[src/logic/mtm_defs.vh]
// Register offsets, field positions, reset values and timing counts of the modulo timer.
// Assumes inclusion by bare name from the design files.
`ifndef MTM_DEFS_VH
`define MTM_DEFS_VH

`define MTM_ADDR_STATUS_CONTROL   4'h0
`define MTM_ADDR_CLOCK_CONFIG     4'h4
`define MTM_ADDR_COUNT_VALUE      4'h8
`define MTM_ADDR_MODULO_LIMIT     4'hc

`define MTM_BIT_OVERFLOW_FLAG     7
`define MTM_BIT_OVERFLOW_IRQ_EN   6
`define MTM_BIT_COUNTER_RESET     5
`define MTM_BIT_COUNTER_HALT      4
`define MTM_CLKSRC_HI             5
`define MTM_CLKSRC_LO             4
`define MTM_PRESCALE_HI           3
`define MTM_PRESCALE_LO           0

`define MTM_CLKSRC_BUS            2'h0
`define MTM_CLKSRC_FIXED          2'h1
`define MTM_CLKSRC_PIN_FALL       2'h2
`define MTM_CLKSRC_PIN_RISE       2'h3

`define MTM_PRESCALE_MAX          4'h8
`define MTM_RST_CLOCK_CONFIG      8'h00
`define MTM_RST_COUNT             8'h00
`define MTM_RST_MODULO            8'h00
`define MTM_RST_HALT              1'b1
`define MTM_FREE_RUN_LIMIT        8'hff

`endif

[src/logic/mtm_tick_source.v]
// Clock-source selector and power-of-two prescaler of the modulo timer.
// Assumes all inputs are synchronous to ref_clk_in except the external pin, synchronised here.
`timescale 1ns/1ps
`include "mtm_defs.vh"

module mtm_tick_source (
    input  wire       ref_clk_in,
    input  wire       rst_in,
    input  wire       clk_en_in,
    input  wire       run_in,
    input  wire [1:0] source_sel_in,
    input  wire [3:0] prescale_sel_in,
    input  wire       fixed_freq_clock_in,
    input  wire       external_count_pin_in,
    output reg        tick_out
);
    reg        pin_meta;
    reg        pin_sync;
    reg        pin_prev;
    reg        fixed_prev;
    reg  [7:0] prescale_count;
    reg        src_pulse;
    reg        next_tick;
    wire [3:0] prescale_eff;

    // Codes above the top divide all fall back to divide by 256
    assign prescale_eff = (prescale_sel_in > `MTM_PRESCALE_MAX) ? `MTM_PRESCALE_MAX
                                                              : prescale_sel_in;

    // Pin is sampled, never used as a clock; edges become one-cycle enables
    always @(posedge ref_clk_in or posedge rst_in) begin
        if (rst_in) begin
            pin_meta   <= 1'b0;
            pin_sync   <= 1'b0;
            pin_prev   <= 1'b0;
            fixed_prev <= 1'b0;
        end else if (clk_en_in) begin
            pin_meta   <= external_count_pin_in;
            pin_sync   <= pin_meta;
            pin_prev   <= pin_sync;
            fixed_prev <= fixed_freq_clock_in;
        end
    end

    always @* begin
        case (source_sel_in)
            `MTM_CLKSRC_BUS:      src_pulse = 1'b1;
            `MTM_CLKSRC_FIXED:    src_pulse = fixed_freq_clock_in & ~fixed_prev;
            `MTM_CLKSRC_PIN_FALL: src_pulse = ~pin_sync & pin_prev;
            `MTM_CLKSRC_PIN_RISE: src_pulse = pin_sync & ~pin_prev;
            default:              src_pulse = 1'b0;
        endcase
    end

    // The prescaler keeps running across selector changes so the count is never disturbed
    always @* begin
        next_tick = 1'b0;
        if (run_in && src_pulse) begin
            if (prescale_eff == 4'h0) begin
                next_tick = 1'b1;
            end else begin
                next_tick = ((prescale_count + 8'h01) & ((8'h01 << prescale_eff) - 8'h01))
                            == 8'h00;
            end
        end
    end

    always @(posedge ref_clk_in or posedge rst_in) begin
        if (rst_in) begin
            prescale_count <= 8'h00;
            tick_out       <= 1'b0;
        end else if (clk_en_in) begin
            tick_out <= next_tick;
            if (run_in && src_pulse) begin
                prescale_count <= prescale_count + 8'h01;
            end
        end
    end
endmodule // mtm_tick_source

[src/logic/mtm_modulo_timer.v]
// Top of the 8-bit modulo timer with its Avalon-MM register slave.
// Assumes all inputs except the external pin synchronous to ref_clk_in; the debug-mode input is a level from the core.
//
// The register addresses and the Avalon-MM interface to the registers are this design's own decisions.
`timescale 1ns/1ps
`include "mtm_defs.vh"

// Contract
// - Clock-source field is read/write at bits 5:4, reset to 00.
// - Source codes: 00 bus, 01 fixed clock, 10 pin falling, 11 pin rising.
// - Changing the source does not clear the count; counting continues.
// - Prescale field is read/write at bits 3:0, reset to 0000.
// - Codes 0 to 8 divide by 1 to 256; higher codes divide by 256.
// - Changing the prescale does not clear the count; counting continues.
// - Count register is read-only, writes ignored, reset clears it.
// - Modulo register is read/write, resets to zero; zero means free-running.
// - Any modulo write zeroes the count and clears the overflow flag.
// - Modes are stopped, free-running with zero limit, modulo with nonzero limit.
// - After reset: stopped, count zero, limit zero, bus source, divide by one.
// - While running, count up to the limit, then go to zero next tick.
// - Overflow flag sets on the transition from limit to zero.
// - Flag clears by reading status while set, then writing zero, or by a counter-reset write or a modulo write.
// - An overflow between the read and the zero write voids the clear.
// - Writing one to counter-reset also clears the overflow flag.
// - Interrupt request is flag set and interrupt enable set.
// - Writing status with halt cleared starts counting.
// - Halt holds the count; clearing resumes; reset sets halt.
// - Counter-reset is write-only, reads zero; one zeroes count, zero does nothing.
// - Debug mode suspends counting; resume from held value unless reset meanwhile.
module mtm_modulo_timer (
    input  wire        ref_clk_in,
    input  wire        rst_in,
    input  wire        clk_en_in,
    input  wire [3:0]  avs_address_in,
    input  wire        avs_read_in,
    input  wire        avs_write_in,
    input  wire [31:0] avs_writedata_in,
    input  wire [3:0]  avs_byteenable_in,
    input  wire        fixed_freq_clock_in,
    input  wire        external_count_pin_in,
    input  wire        debug_active_in,
    output reg  [31:0] avs_readdata_out,
    output reg         avs_waitrequest_out,
    output reg         overflow_irq_out,
    output reg  [7:0]  count_value_out
);
    reg        overflow_flag;
    reg        overflow_irq_enable;
    reg        counter_halt_bit;
    reg        clear_armed;
    reg  [1:0] clock_source_select;
    reg  [3:0] prescale_select;
    reg  [7:0] modulo_value;
    reg  [7:0] count;
    reg        answered;
    reg  [7:0] next_read;

    wire       tick;
    wire       access;
    wire       wr_go;
    wire       rd_go;
    wire       lane0;
    wire       sel_sc;
    wire       sel_clk;
    wire       sel_mod;
    wire       counter_run;
    wire       wrap;
    wire       wr_sc;
    wire       counter_reset;
    wire       flag_zero_write;
    wire [7:0] limit;

    localparam [7:0] rst_clk_cfg = `MTM_RST_CLOCK_CONFIG;

    // Each access is answered in its second cycle; waitrequest drops for that one edge
    assign access  = (avs_read_in | avs_write_in) & ~answered;
    assign wr_go   = avs_write_in & answered;
    assign rd_go   = avs_read_in & answered;
    assign lane0   = avs_byteenable_in[0];
    assign sel_sc  = avs_address_in == `MTM_ADDR_STATUS_CONTROL;
    assign sel_clk = avs_address_in == `MTM_ADDR_CLOCK_CONFIG;
    assign sel_mod = avs_address_in == `MTM_ADDR_MODULO_LIMIT;
    assign wr_sc   = wr_go & lane0 & sel_sc;

    assign counter_run   = ~counter_halt_bit & ~debug_active_in;
    assign limit         = (modulo_value == 8'h00) ? `MTM_FREE_RUN_LIMIT
                                                   : modulo_value;
    assign wrap          = tick & counter_run & (count == limit);
    assign counter_reset = (wr_sc & avs_writedata_in[`MTM_BIT_COUNTER_RESET])
                           | (wr_go & lane0 & sel_mod);
    assign flag_zero_write = wr_sc & ~avs_writedata_in[`MTM_BIT_OVERFLOW_FLAG];

    mtm_tick_source u_tick_source (
        .ref_clk_in            (ref_clk_in),
        .rst_in                (rst_in),
        .clk_en_in             (clk_en_in),
        .run_in                (counter_run),
        .source_sel_in         (clock_source_select),
        .prescale_sel_in       (prescale_select),
        .fixed_freq_clock_in   (fixed_freq_clock_in),
        .external_count_pin_in (external_count_pin_in),
        .tick_out              (tick)
    );

    always @(posedge ref_clk_in or posedge rst_in) begin
        if (rst_in) begin
            answered            <= 1'b0;
            avs_waitrequest_out <= 1'b1;
        end else if (clk_en_in) begin
            answered            <= access;
            avs_waitrequest_out <= ~access;
        end
    end

    // Count: a software reset beats a tick in the same cycle
    always @(posedge ref_clk_in or posedge rst_in) begin
        if (rst_in) begin
            count <= `MTM_RST_COUNT;
        end else if (clk_en_in) begin
            if (counter_reset) begin
                count <= 8'h00;
            end else if (wrap) begin
                count <= 8'h00;
            end else if (tick & counter_run) begin
                count <= count + 8'h01;
            end
        end
    end

    // Flag: a new overflow wins over a zero write and disarms the pending clear
    always @(posedge ref_clk_in or posedge rst_in) begin
        if (rst_in) begin
            overflow_flag <= 1'b0;
            clear_armed   <= 1'b0;
        end else if (clk_en_in) begin
            if (counter_reset) begin
                overflow_flag <= 1'b0;
                clear_armed   <= 1'b0;
            end else if (wrap) begin
                overflow_flag <= 1'b1;
                clear_armed   <= 1'b0;
            end else if (flag_zero_write && clear_armed) begin
                overflow_flag <= 1'b0;
                clear_armed   <= 1'b0;
            end else if (rd_go && sel_sc && overflow_flag) begin
                clear_armed <= 1'b1;
            end
        end
    end

    always @(posedge ref_clk_in or posedge rst_in) begin
        if (rst_in) begin
            overflow_irq_enable <= 1'b0;
            counter_halt_bit    <= `MTM_RST_HALT;
            clock_source_select <= rst_clk_cfg[`MTM_CLKSRC_HI:`MTM_CLKSRC_LO];
            prescale_select     <= rst_clk_cfg[`MTM_PRESCALE_HI:`MTM_PRESCALE_LO];
            modulo_value        <= `MTM_RST_MODULO;
        end else if (clk_en_in) begin
            if (wr_sc) begin
                overflow_irq_enable <= avs_writedata_in[`MTM_BIT_OVERFLOW_IRQ_EN];
                counter_halt_bit    <= avs_writedata_in[`MTM_BIT_COUNTER_HALT];
            end
            if (wr_go && lane0 && sel_clk) begin
                clock_source_select <= avs_writedata_in[`MTM_CLKSRC_HI:`MTM_CLKSRC_LO];
                prescale_select     <= avs_writedata_in[`MTM_PRESCALE_HI:`MTM_PRESCALE_LO];
            end
            if (wr_go && lane0 && sel_mod) begin
                modulo_value <= avs_writedata_in[7:0];
            end
        end
    end

    // Counter-reset bit and bits 7:6 of clock config always read zero
    always @* begin
        case (avs_address_in)
            `MTM_ADDR_STATUS_CONTROL: next_read = {overflow_flag, overflow_irq_enable, 1'b0,
                                                   counter_halt_bit, 4'h0};
            `MTM_ADDR_CLOCK_CONFIG:   next_read = {2'h0, clock_source_select, prescale_select};
            `MTM_ADDR_COUNT_VALUE:    next_read = count;
            `MTM_ADDR_MODULO_LIMIT:   next_read = modulo_value;
            default:                  next_read = 8'h00;
        endcase
    end

    always @(posedge ref_clk_in or posedge rst_in) begin
        if (rst_in) begin
            avs_readdata_out <= 32'h0000_0000;
            overflow_irq_out <= 1'b0;
            count_value_out  <= 8'h00;
        end else if (clk_en_in) begin
            if (avs_read_in && access) begin
                avs_readdata_out <= {24'h00_0000, next_read};
            end
            overflow_irq_out <= overflow_flag & overflow_irq_enable;
            count_value_out  <= count;
        end
    end
endmodule // mtm_modulo_timer

[config.mk]
export PLATFORM = sky130hd
export DESIGN_NAME = mtm_modulo_timer
export DESIGN_NICKNAME = d
export VERILOG_FILES = /design/src/logic/mtm_tick_source.v /design/src/logic/mtm_modulo_timer.v
export VERILOG_INCLUDE_DIRS = /design/src /design/src/logic
export SDC_FILE = /design/constraint.sdc
export NUM_CORES = 1
export LEC_CHECK = 0
export ABC_AREA = 1
export BUFFER_PORTS_ARGS = -buffer_cell sky130_fd_sc_hd__buf_2
export CAP_MARGIN = 20
export CORE_UTILIZATION = 48
export CTS_CLUSTER_DIAMETER = 150
export CTS_CLUSTER_SIZE = 40
export DETAILED_ROUTE_END_ITERATION = 8
export GPL_TIMING_DRIVEN = 0
export HOLD_SLACK_MARGIN = 0.03
export PLACE_DENSITY = 0.85
export SLEW_MARGIN = 20
export SYNTH_ARGS = -nofsm -noshare
export SYNTH_HDL_FRONTEND = slang
export SYNTH_SLANG_ARGS = --single-unit
[constraint.sdc]
create_clock -name ref_clk_in -period 1.9 [get_ports ref_clk_in]
set_clock_uncertainty 0.1 [all_clocks]
set_input_delay 0.285 -clock ref_clk_in [delete_from_list [all_inputs] [get_ports ref_clk_in]]
set_output_delay 0.285 -clock ref_clk_in [all_outputs]
set_load 0.01 [all_outputs]
# After elaboration in Yosys (flattened, before gate mapping)
# Cells that the tools add are included.
[word_totals]
ff_bits = 58
output_inout_bits = 42
wordCells = 97
[op_classes]
add_sub_neg = 3
magnitude_cmp = 1
n_eq_ne = 7
n_shift = 1
n_mux = 16
bitwise = 26
reduce_logical = 24
[op_table]
columns = ["op", "n"]
rows = [
  ["$mux W8", 4],
  ["$pmux W8 S4", 1],
  ["$add A8 B1 Y8 const B", 2],
  ["$logic_not A8 Y1", 2],
  ["$reduce_and A2 Y1", 8],
  ["$and A1 B1 Y1", 15],
  ["$mux W1", 9],
  ["$and A8 B8 Y8", 1],
  ["$eq A4 B4 Y1 const B", 2],
  ["$eq A8 B8 Y1", 1],
  ["$logic_and A1 B1 Y1", 8],
  ["$logic_not A4 Y1", 2],
  ["$not A1 Y1", 8],
  ["$shl A1 B4 Y8 const A", 1],
  ["$sub A8 B1 Y8 const B", 1],
  ["$reduce_bool A3 Y1", 2],
  ["$eq A2 B2 Y1 const B", 2],
  ["$eq A4 B3 Y1 const B", 1],
  ["$gt A4 B4 Y1 const B", 1],
  ["$mux W4", 1],
  ["$pmux W1 S4", 1],
  ["$reduce_bool A4 Y1", 1],
  ["$eq A2 B1 Y1 const B", 1],
  ["$logic_not A2 Y1", 1],
  ["$or A1 B1 Y1", 2],
]

# Longest topological paths before layout
# Gate-level depths: netlist of run 1.
[logic_depth]
ltp_word = 8
mapped_depth = 13
ltp_nobuf = 13

# Cells and area by module
# Synthesis of run 1 repeated with hierarchy kept, for this count alone.
[hier_totals]
hier_cells = 453
area_unflattened_um2 = 3418.3
[by_module_without_submodules]
columns = ["mod", "n_inst", "cells_per_inst", "area_per_inst_um2"]
rows = [
  ["mtm_modulo_timer", 1, 328, 2558.7],
  ["mtm_tick_source", 1, 125, 859.6],
]

# Worst setup path after synthesis of run 1
# Ideal clock, no wire load.
[synth_timing]
path_kind = "flip-flop to flip-flop"
startpoint = "register modulo_value[6]"
endpoint = "register overflow_flag"
setup_ps = 117
arrival_time_ps = 1436
slack_ps = 247
path_stages_with_launch = 11
period_less_slack_ps = 1653
path_cell_list = "dfrtp_1 -> nor2_1 -> nand2_2 -> nor2_2 -> nor2_1 -> xor2_1 -> nand3_1 -> o21bai_4 -> nand2_2 -> nand3_1 -> nand2_1"
[synth_between]
elab_chain_len = 6
word_cells_on_any_way = 8
[synth_rtl]
columns = ["element", "line", "rtl"]
rows = [
  ["from (decl)", "mtm_modulo_timer.v:53", "reg [7:0] modulo_value;"],
  ["from (signal assigned)", "mtm_modulo_timer.v:157", "modulo_value <= `MTM_RST_MODULO;"],
  ["from (signal assigned)", "mtm_modulo_timer.v:168", "modulo_value <= avs_writedata_in[7:0];"],
  ["$logic_not A8 Y1", "mtm_modulo_timer.v:86", "assign limit = (modulo_value == 8'h00) ? `MTM_FREE_RUN_LIMIT"],
  ["$mux W8 (*)", "mtm_modulo_timer.v:86", ""],
  ["$eq A8 B8 Y1 (*)", "mtm_modulo_timer.v:88", "assign wrap = tick & counter_run & (count == limit);"],
  ["$and A1 B1 Y1 (*)", "mtm_modulo_timer.v:88", ""],
  ["$reduce_bool A3 Y1 (no source line) or $mux W1 (tied branches)", "-", ""],
  ["$reduce_and A2 Y1 (no source line) or $mux W1 (tied branches)", "-", ""],
  ["to (signal assigned)", "mtm_modulo_timer.v:133", "overflow_flag <= 1'b0;"],
  ["to (signal assigned)", "mtm_modulo_timer.v:137", "overflow_flag <= 1'b0;"],
  ["to (signal assigned)", "mtm_modulo_timer.v:140", "overflow_flag <= 1'b1;"],
  ["to (decl)", "mtm_modulo_timer.v:47", "reg overflow_flag;"],
]
# Mark *: on every way between the ends. The rest lies on a longest branch, timed or not.
# A chain may end at the register's enable or synchronous reset.

# Final worst setup path of run 1
[layout_timing]
startpoint = "register modulo_value[3]"
endpoint = "register count[4]"
[layout_between]
elab_chain_len = 6
word_cells_on_any_way = 8
[layout_rtl]
columns = ["element", "line", "rtl"]
rows = [
  ["$logic_not A8 Y1", "mtm_modulo_timer.v:86", ""],
  ["$mux W8 (*)", "mtm_modulo_timer.v:86", ""],
  ["$eq A8 B8 Y1 (*)", "mtm_modulo_timer.v:88", ""],
  ["$and A1 B1 Y1 (*)", "mtm_modulo_timer.v:88", ""],
  ["$reduce_bool A3 Y1 (no source line) or $mux W8 (tied branches)", "-", ""],
  ["$reduce_and A2 Y1 (no source line) or $mux W8 (tied branches)", "-", ""],
  ["to (signal assigned)", "mtm_modulo_timer.v:118", "count <= `MTM_RST_COUNT;"],
  ["to (signal assigned)", "mtm_modulo_timer.v:125", "count <= count + 8'h01;"],
  ["to (decl)", "mtm_modulo_timer.v:54", "reg [7:0] count;"],
]
# Marked as above.

==> metrics.cfg, run 1 <==
[die]
ioPinCount = 90
die_w_um = 85.30
dieHeight_um = 85.30
die_area_um2 = 7276
std_cell_rows = 29
initial_utilization = 0.5100
core_um2 = 6531

[layout]
layout-drive-gt1-share = 0.2555
final_core_util = 0.6157
stdcell_area_um2 = 4021
layout.nets = 549
area.growth.synth_to_final_pct = 20.74
fill_cells = 603
fin_cells = 578
num_antenna_cells = 0

[critical_path]
critPathMaxFanout = 5
cp_cell_sequence = nor2_1 > nand2_2 > nor2_4 > nor2_2 > xor2_1 > nand3_2 > o21bai_4 > buf_4 > a21oi_1
critPathMaxStageDelay_ns = 0.42
rr_worst_depth = 9
crit_family = simple AND/OR/NAND/NOR gates
r2r-end = count[4]$_DFFE_PP0P_
arrival_ns = 1.98
r2r-start = modulo_value[3]$_DFFE_PP0P_
crit_path_end_kind = flip-flop
slowest_stage = dfrtp_1
crit_required_ns = 2.00
ff2ff_setup_slack_ns = 0.02
cp_num_buf_inv = 1
crit_path_start_kind = flip-flop
crit_type = flip-flop to flip-flop

[global_route]
grtUsageTotal = 0.2258
antenna_found_initial = 0
grt_start_max_net_pins = 59
grt_pass1_wl_mm = 12.61
grt_pass1_vias = 2705
grt-ovfl-total = 0

[clock_network]
cts_tree = built
cts-htree-levels = 3
cts_sinks = 58
cts_buffer_depth = 2
numCtsBuffers = 9
clk_pin_slew_ns = 0.06
root_buffer = clkbuf_8
clk_latency_ns = 0.34

[placed_design]
portBuffers = 38
gp_congestion = 0.9625
dpl_worst_slack_ns = -0.04409
place_inst = 555
dp_hpwl_mm = 5.843
placed_area_um2 = 3706

[yosys]
yosysSeqAreaShare = 0.4365
syn-instance-count = 417
synth_edf_count = 0
synth_flop_cell = dfrtp_1
synth_area_um2 = 3331
syn_avg_cell_area_um2 = 7.987
yosysUniqueCellTypes = 38
async_reset_ff_frac = 1.000
ys_seq_elements = 58
ys_warn_count = 0

[routing]
ant_nets = 0
vias = 3010
drt_iter0_drc = 249
via_per_inst = 5.208
routedWlPerCell_um = 13.43
drc_errors = 0
routed_wl_mm = 7.760
first_pass_iters = 5

[pwr]
power_mw = 3.867
p_leak_nw = 2.040
p_per_area_nw_per_um2 = 961.6
irDropWorstVdd_v = 0.0003635

[sta]
final_max_slew_viol_count = 0
hold_slack_ns = 0.05017
post-route-period-util = 0.9898
fin_ws_ns = 0.01943
relSlewSlack = 0.5382
worst_pin_slew_ns = 0.6926
setup_viol = 0
fin_tns_setup_ns = 0
fmax_ghz = 0.5318
finalCriticalPeriod_ns = 1.881
rsz0062_at_grt = true
finalHoldViolCount = 0

[worst_hold_path]
hold_path_depth = 3
hold_start = external_count_pin_in
whs_endpoint = u_tick_source.pin_meta$_DFFE_PP0P_
hp-class = primary input to flip-flop

[run]
drv_cap = 0

[run_status]
outcome = complete, no violations

==> timing repair <==
action	4_1_cts	5_1_grt
setup endpoints to repair	2	13
hold buffers	1	0
buffers inserted	0	8
pin swaps	1	8
resized for setup	2	15
hold endpoints to repair	56	0
cloned	0	0
==> worst reg2reg max path, cell delays in order, from the launching register on <==
cell	delay, ns
dfrtp_1	0.42
nor2_1	0.16
nand2_2	0.11
nor2_4	0.16
nor2_2	0.05
xor2_1	0.18
nand3_2	0.15
o21bai_4	0.22
buf_4	0.15
a21oi_1	0.06
==> area by class of cell <==
class	instances	area [um2]	area share
inverter	51	196.4	0.04885
multi-input combinational	299	1608	0.3998
timing repair buffer	47	264.0	0.06565
clock inverter	3	40.04	0.009956
clock buffer	11	151.4	0.03765
buffer	32	210.2	0.05227
sequential	58	1455	0.3619
tap	77	96.34	0.02396
==> registers in the layout, indices dropped and copies added, names as in the netlist, 2 cells and up <==
register                      flops
count                             8
modulo_value                      8
clock_source_select               2
u_tick_source.prescale_count      8
prescale_select                   4
count_value_out                   8
avs_readdata_out                  8
==> synthesized netlist by cell type, drive strengths merged, types with 3 or more instances <==
cell,instances,area share
nand2,104,0.12
dfrtp,56,0.42
o21ai,52,0.078
inv,51,0.058
nor2,32,0.049
nand3,25,0.043
buf,24,0.054
a21oi,15,0.026
xor2,10,0.026
clkbuf,8,0.0090
nand4,6,0.011
nor3,6,0.014
o31ai,6,0.014
xnor2,5,0.013
ha,3,0.011
==> metal layers <==
metal,up-vias,GRT usage,wire [um]
li1,1466,-,-
met1,1387,0.3018,3506
met2,133,0.3541,3489
met3,24,0.04864,527
met4,0,0.1015,237
met5,-,0,0
==> power by group <==
group / internal, mW / leakage (nW) / switching [mW]
Clock: 0.657 / 0.101 / 0.449
Sequential: 1.44 / 0.764 / 0.223
Combinational: 0.425 / 1.17 / 0.669
==> cells in the final DEF (no fill, tap or decap), drive strengths merged, types with 2 or more instances in the layout <==
| cell | n |
|---|---|
| nand2 | 104 |
| buf | 70 |
| dfrtp | 56 |
| o21ai | 52 |
| inv | 51 |
| nor2 | 32 |
| nand3 | 25 |
| conb | 24 |
| clkbuf | 19 |
| a21oi | 15 |
| xor2 | 10 |
| nand4 | 6 |
| o31ai | 6 |
| nor3 | 6 |
| xnor2 | 5 |
| ha | 3 |
| o2111ai | 2 |
| mux2 | 2 |
| dfstp | 2 |
| clkinv | 2 |
==> worst max-delay path by stage <==
stage | start | endpoint | slack, ns | cells after the start
3_5_place_dp | clk_en_in | u_tick_source.tick_out$_DFFE_PP0P_ | -0.04 | 6
2_1_floorplan | rst_in | answered$_DFFE_PP0P_ | 0.09 | 1
3_3_place_gp | rst_in | count[6]$_DFFE_PP0P_ | -0.53 | 2
4_1_cts | modulo_value[2]$_DFFE_PP0P_ | overflow_flag$_DFFE_PP0P_ | 0.002 | 12
5_1_grt | modulo_value[1]$_DFFE_PP0P_ | clear_armed$_DFFE_PP0P_ | -0.04 | 10
6_report | modulo_value[3]$_DFFE_PP0P_ | count[4]$_DFFE_PP0P_ | 0.02 | 9
==> logic make-up after synthesis <==
logic type      Yosys count  synth area share
other cells               1          0.001126
flops                    58            0.4365
mux                       2          0.006761
fa+ha+maj                 3           0.01127
xor+xnor                 15           0.03944
compound gates           81            0.1398
simple gates            174            0.2438
buf+inv                  83            0.1213
Note: power is estimated with default switching activity, not from simulation.
==> inputs of run 2 (changes only) <==
- CORE_ASPECT_RATIO: unset -> 0.8
- CTS_CLUSTER_DIAMETER: 150 -> unset
==> run 2 against run 1 <==
Compared with the run above: non-clock buffer count grew 8; core utilization up 0.96 points; first-iteration DRC count is 20% higher; critical path type unchanged; critical endpoint is now count[6]$_DFFE_PP0P_.
==> metrics.cfg, run 2 (same netlist as run 1, synthesis figures left out) <==
[run_status]
outcome = complete, no violations  ; unchanged

[global_route]
grt-ovfl-total = 0  ; unchanged
grtUsageTotal = 0.2315  ; was 0.2258
grt_pass1_vias = 2587  ; was 2705
grt_pass1_wl_mm = 12.66  ; was 12.61 mm
antenna_found_initial = 0  ; unchanged
grt_start_max_net_pins = 59  ; unchanged

[routing]
via_per_inst = 5.099  ; was 5.208
routed_wl_mm = 7.993  ; was 7.760 mm
drc_errors = 0  ; unchanged
first_pass_iters = 5  ; unchanged
drt_iter0_drc = 300  ; was 249
ant_nets = 0  ; unchanged
vias = 3034  ; was 3010
routedWlPerCell_um = 13.43  ; about the same

[clock_network]
clk_latency_ns = 0.35  ; was 0.34 ns
cts_tree = built  ; unchanged
numCtsBuffers = 9  ; unchanged
cts-htree-levels = 3  ; unchanged
root_buffer = clkbuf_8  ; unchanged
cts_buffer_depth = 2  ; unchanged
clk_pin_slew_ns = 0.06  ; about the same
cts_sinks = 58  ; unchanged

[layout]
layout_common_cells = nand2_1 (96), o21ai_0 (52), dfrtp_1 (51)  ; was nand2_1 (95), dfrtp_1 (55), o21ai_0 (51)
stdcell_area_um2 = 4089  ; was 4021 um2
num_antenna_cells = 0  ; unchanged
layout-drive-gt1-share = 0.2642  ; was 0.2555
fill_cells = 583  ; was 603
ff_latch_area_um2 = 1460  ; was 1455 um2
layout.nets = 557  ; was 549
layout_commonest_cell = nand2_1  ; unchanged
multi_input_area_um2 = 1599  ; was 1608 um2
area.growth.synth_to_final_pct = 22.76  ; was 20.74%

[worst_hold_path]
hp-class = primary input to flip-flop  ; unchanged

[die]
die_area_um2 = 7278  ; was 7276 um2
ioPinCount = 90  ; unchanged
initial_utilization = 0.5094  ; was 0.5100
die_w_um = 95.13  ; was 85.30 um
core_um2 = 6539  ; was 6531 um2
dieHeight_um = 76.51  ; was 85.30 um
std_cell_rows = 26  ; was 29

[critical_path]
crit_path_end_kind = flip-flop  ; unchanged
ff2ff_setup_slack_ns = 0.07  ; was 0.02 ns
arrival_ns = 1.93  ; was 1.98 ns
crit_required_ns = 2.00  ; about the same
critPathMaxFanout = 9  ; was 5
crit_type = flip-flop to flip-flop  ; unchanged
crit_path_start_kind = flip-flop  ; unchanged

[sta]
fmax_ghz = 0.5463  ; was 0.5318 GHz
finalCriticalPeriod_ns = 1.830  ; was 1.881 ns
finalHoldViolCount = 0  ; unchanged
rsz0062_at_grt = true  ; unchanged
fin_ws_ns = 0.06951  ; was 0.01943 ns
final_max_slew_viol_count = 0  ; unchanged
setup_viol = 0  ; unchanged
relSlewSlack = 0.5430  ; was 0.5382
post-route-period-util = 0.9634  ; was 0.9898
worst_pin_slew_ns = 0.6856  ; was 0.6926 ns

[placed_design]
placed_area_um2 = 3715  ; was 3706 um2
portBuffers = 38  ; unchanged
gp_congestion = 0.9707  ; was 0.9625
dpl_worst_slack_ns = -0.006503  ; was -0.04409 ns
dp_hpwl_mm = 5.877  ; was 5.843 mm

[pwr]
p_per_area_nw_per_um2 = 958.8  ; was 961.6 nW/um2
irDropWorstVdd_v = 0.0004410  ; was 0.0003635 V
p_leak_nw = 2.083  ; was 2.040 nW

[run]
drv_cap = 0  ; unchanged

## run 2: changes by cell type in the layout (fill, tap and decap cells not counted), sizes merged
cell    before  now
buf         70   78
clkbuf      19   22
clkinv       2    1
## run 2: worst max-delay path: stages, from the launching register on
cell and delay (ns):
dfrtp_1 0.41, nor2_1 0.13, nand2_2 0.10, inv_2 0.08, nand2_4 0.08, nand3_1 0.08
nand2_1 0.08, nor2_2 0.14, nand3_2 0.12, o21bai_4 0.17, buf_4 0.15, a21oi_1 0.06
## run 2: final cells by class
cell class | instances | share of cell area
Buffer | 32 | 0.05141
Clock inverter | 2 | 0.008568
Clock buffer | 14 | 0.03978
Timing Repair Buffer | 55 | 0.07834
Sequential cell | 58 | 0.3571
Tap cell | 84 | 0.02570
Inverter | 51 | 0.04804
Multi-Input combinational cell | 299 | 0.3911
## run 2: metrics by stage
step / setup TNS, ns / std cells / hold WS (ns) / utilization / total power [mW]
final: 0 / 595 / 0.04915 / 0.6253 / 3.921
after global routing: -0.4013 / 595 / 0.05280 / 0.6253 / 4.152
after CTS: 0 / 579 / 0.03775 / 0.5999 / 3.836
after detailed placement: -0.01220 / 562 / 0.3524 / 0.5681 / 2.692
after global placement: -30.77 / 562 / 0.3574 / 0.5677 / 2.648
after floorplan: 0 / 440 / 0.3016 / - / 2.390
## run 2: power by group
part	internal (mW)	switching (mW)
registers	1.45	0.221
logic	0.437	0.681
clock network	0.676	0.459
## run 2: repair_timing
| item | in CTS | in global routing |
|---|---|---|
| gates cloned | 0 | 0 |
| pin swaps | 1 | 2 |
| setup buffers | 0 | 16 |
| endpoints found under the setup margin | 1 | 12 |
| endpoints found under the hold margin | 56 | 0 |
| hold buffers | 1 | 0 |
| resized for setup | 0 | 16 |
## run 2: final timing paths
path,startpoint,end,cells past startpoint
worst min register to register,u_tick_source.pin_meta$_DFFE_PP0P_,u_tick_source.pin_meta$_DFFE_PP0P_,2
worst max-delay path,modulo_value[1]$_DFFE_PP0P_,count[6]$_DFFE_PP0P_,11
worst max register to register,modulo_value[1]$_DFFE_PP0P_,count[6]$_DFFE_PP0P_,11
worst min-delay path,external_count_pin_in,u_tick_source.pin_meta$_DFFE_PP0P_,3
min in group asynchronous,rst_in,u_tick_source.prescale_count[3]$_DFFE_PP0P_,3
max in group asynchronous,rst_in,modulo_value[4]$_DFFE_PP0P_,3
## run 2: metal layers
metal,up-vias,wire length [um],share of wire,global-route usage
met5,-,0,0,0
met4,0,127,0.016,0.08939
met3,13,743,0.093,0.04890
met2,155,3372,0.42,0.3207
met1,1379,3751,0.47,0.3498
li1,1487,-,-,-
==> inputs of run 3 (changes only) <==
- GPL_TIMING_DRIVEN: 0 -> unset
==> run 3 against run 2 <==
Compared with the run above: sequential power is essentially flat; critical path depth fell by 1; maximum frequency shrank 2.7%; routed wire length fell by 0.39%; worst setup slack got worse by 0.051 ns; cell count decreased by 4.4%; largest cell class unchanged; highest routed layer unchanged.
==> metrics.cfg, run 3 (same netlist as run 1, synthesis figures left out) <==
[run_status]
outcome = complete, no violations  ; unchanged

[routing]
routedWlPerCell_um = 13.99  ; was 13.43 um
drt_iter0_drc = 241  ; was 300
routed_wl_mm = 7.962  ; was 7.993 mm
wl_met3_um = 663  ; was 743 um
vias = 2947  ; was 3034
via_per_inst = 5.179  ; was 5.099
drc_errors = 0  ; unchanged
wl_met2_mm = 3.374  ; was 3.372 mm
routed.top_layer = met4  ; unchanged
first_pass_iters = 6  ; was 5
ant_nets = 0  ; unchanged
wl_met1_mm = 3.803  ; was 3.751 mm

[sta]
final_max_slew_viol_count = 0  ; unchanged
worst_pin_slew_ns = 0.5121  ; was 0.6856 ns
post-route-period-util = 0.9904  ; was 0.9634
finalCriticalPeriod_ns = 1.882  ; was 1.830 ns
fin_tns_setup_ns = 0  ; unchanged
setup_viol = 0  ; unchanged
finalHoldViolCount = 0  ; unchanged
fmax_ghz = 0.5314  ; was 0.5463 GHz
relSlewSlack = 0.6581  ; was 0.5430
rsz0062_at_grt = true  ; unchanged

[layout]
layout.nets = 531  ; was 557
layout_commonest_cell = nand2_1  ; unchanged
area.growth.synth_to_final_pct = 17.62  ; was 22.76%
final_core_util = 0.5991  ; was 0.6253
multi_input_area_um2 = 1604  ; was 1599 um2
ff_latch_area_um2 = 1455  ; was 1460 um2
fill_cells = 590  ; was 583
layout-drive-gt1-share = 0.2289  ; was 0.2642
num_antenna_cells = 0  ; unchanged
stdcell_area_um2 = 3918  ; was 4089 um2
layout_common_cells = nand2_1 (96), dfrtp_1 (55), o21ai_0 (51)  ; was nand2_1 (96), o21ai_0 (52), dfrtp_1 (51)

[placed_design]
placed_area_um2 = 3650  ; was 3715 um2
gp_congestion = 0.9871  ; was 0.9707
portBuffers = 38  ; unchanged
dp_hpwl_mm = 5.991  ; was 5.877 mm

[critical_path]
cp_cell_sequence = nor2_1 > nand2_2 > nor2_4 > nor2_4 > xor2_2 > nand3_2 > o21bai_4 > nand2_2 > nand3_1 > nand2_1  ; was nor2_1 > nand2_2 > inv_2 > nand2_4 > nand3_1 > nand2_1 > nor2_2 > nand3_2 > o21bai_4 > buf_4 > a21oi_1
crit_path_end_kind = flip-flop  ; unchanged
critPathMaxFanout = 7  ; was 9
rr_worst_depth = 10  ; was 11
crit_required_ns = 2.03  ; was 2.00 ns
critPathMaxStageDelay_ns = 0.38  ; was 0.41 ns
crit_path_start_kind = flip-flop  ; unchanged
crit_type = flip-flop to flip-flop  ; unchanged
slowest_stage = dfrtp_1  ; unchanged
arrival_ns = 2.02  ; was 1.93 ns

[worst_hold_path]
hold_path_depth = 3  ; unchanged
hp-class = primary input to flip-flop  ; unchanged

[run]
drv_cap = 0  ; unchanged

[clock_network]
cts_buffer_depth = 2  ; unchanged
cts_tree = built  ; unchanged
root_buffer = clkbuf_8  ; unchanged
clk_pin_slew_ns = 0.06  ; about the same
numCtsBuffers = 9  ; unchanged
clk_latency_ns = 0.34  ; was 0.35 ns
cts-htree-levels = 3  ; unchanged
cts_sinks = 58  ; unchanged

[global_route]
antenna_found_initial = 0  ; unchanged
grtUsageTotal = 0.2376  ; was 0.2315
grt_pass1_wl_mm = 13.18  ; was 12.66 mm
grt_start_max_net_pins = 37  ; was 59
grt-ovfl-total = 0  ; unchanged
grt_pass1_vias = 2690  ; was 2587

[pwr]
irDropWorstVdd_v = 0.0003662  ; was 0.0004410 V
p_leak_nw = 1.967  ; was 2.083 nW
p_per_area_nw_per_um2 = 991.9  ; was 958.8 nW/um2

[die]
ioPinCount = 90  ; unchanged
std_cell_rows = 26  ; unchanged
initial_utilization = 0.5094  ; unchanged
dieHeight_um = 76.51  ; unchanged
die_area_um2 = 7278  ; unchanged
core_um2 = 6539  ; unchanged
die_w_um = 95.13  ; unchanged

run 3: cell types whose count changed in the layout (fill, tap and decap cells not counted), sizes merged:
| cell | change |
|---|---|
| buf | -19 |
| clkbuf | -9 |
| clkinv | +1 |
| dlygate4sd3 | +1 |
run 3: per-layer routing:
metal / vias to the layer above / GRT usage
li1: 1428 / -
met1: 1354 / 0.3487
met2: 151 / 0.3286
met3: 14 / 0.07784
met4: 0 / 0.07273
met5: - / 0
run 3: worst paths after layout:
kind                                                start                                   end  slack, ns
max                           modulo_value[2]$_DFFE_PP0P_             overflow_flag$_DFFE_PP0P_       0.02
min                                   fixed_freq_clock_in  u_tick_source.fixed_prev$_DFFE_PP0P_       0.09
max reg2reg                   modulo_value[2]$_DFFE_PP0P_             overflow_flag$_DFFE_PP0P_       0.02
min reg2reg                count_value_out[0]$_DFFE_PP0P_        count_value_out[0]$_DFFE_PP0P_       0.37
max in group asynchronous                          rst_in          counter_halt_bit$_DFFE_PP1P_       0.65
min in group asynchronous                          rst_in  u_tick_source.fixed_prev$_DFFE_PP0P_       0.42
run 3: final cells by class:
class                      count  area share
tap                           84     0.02683
clock buffer                  13     0.03545
sequential                    58      0.3714
multi-input combinational    299      0.4095
timing repair buffer          61     0.09709
clock inverter                 3     0.01022
inverter                      51     0.04950
run 3: per-stage QoR:
step                power, mW  setup slack [ns]  hold slack [ns]  cells
CTS                     3.799           0.01082          0.07268    566
global placement        2.644           0.08465           0.2385    548
global route            4.143          -0.06137          0.09371    569
finish                  3.886           0.01832          0.08732    569
floorplan               2.390           0.09032           0.3016    440
detailed placement      2.697         -0.009287           0.2468    548
run 3: repair_timing:
| item | in CTS | in global routing |
|---|---|---|
| endpoints found under the setup margin | 2 | 11 |
| pin swaps | 1 | 10 |
| resized for setup | 1 | 12 |
| hold endpoints to repair | 22 | 0 |
| hold buffers | 2 | 0 |
| buffers inserted | 0 | 3 |
run 3: critical path: cells and delay by family (launching register included):
| kind | cells | cell delay (ns) |
|---|---|---|
| simple gates | 8 | 0.88 |
| compound gates | 1 | 0.28 |
| flops | 1 | 0.38 |
| xor+xnor | 1 | 0.14 |
run 3: report_power, final:
group | total, mW | internal [mW] | switching (mW)
Combinational | 1.16 | 0.452 | 0.706
Sequential | 1.65 | 1.44 | 0.209
Clock | 1.07 | 0.603 | 0.471
Total | 3.89 | 2.50 | 1.39
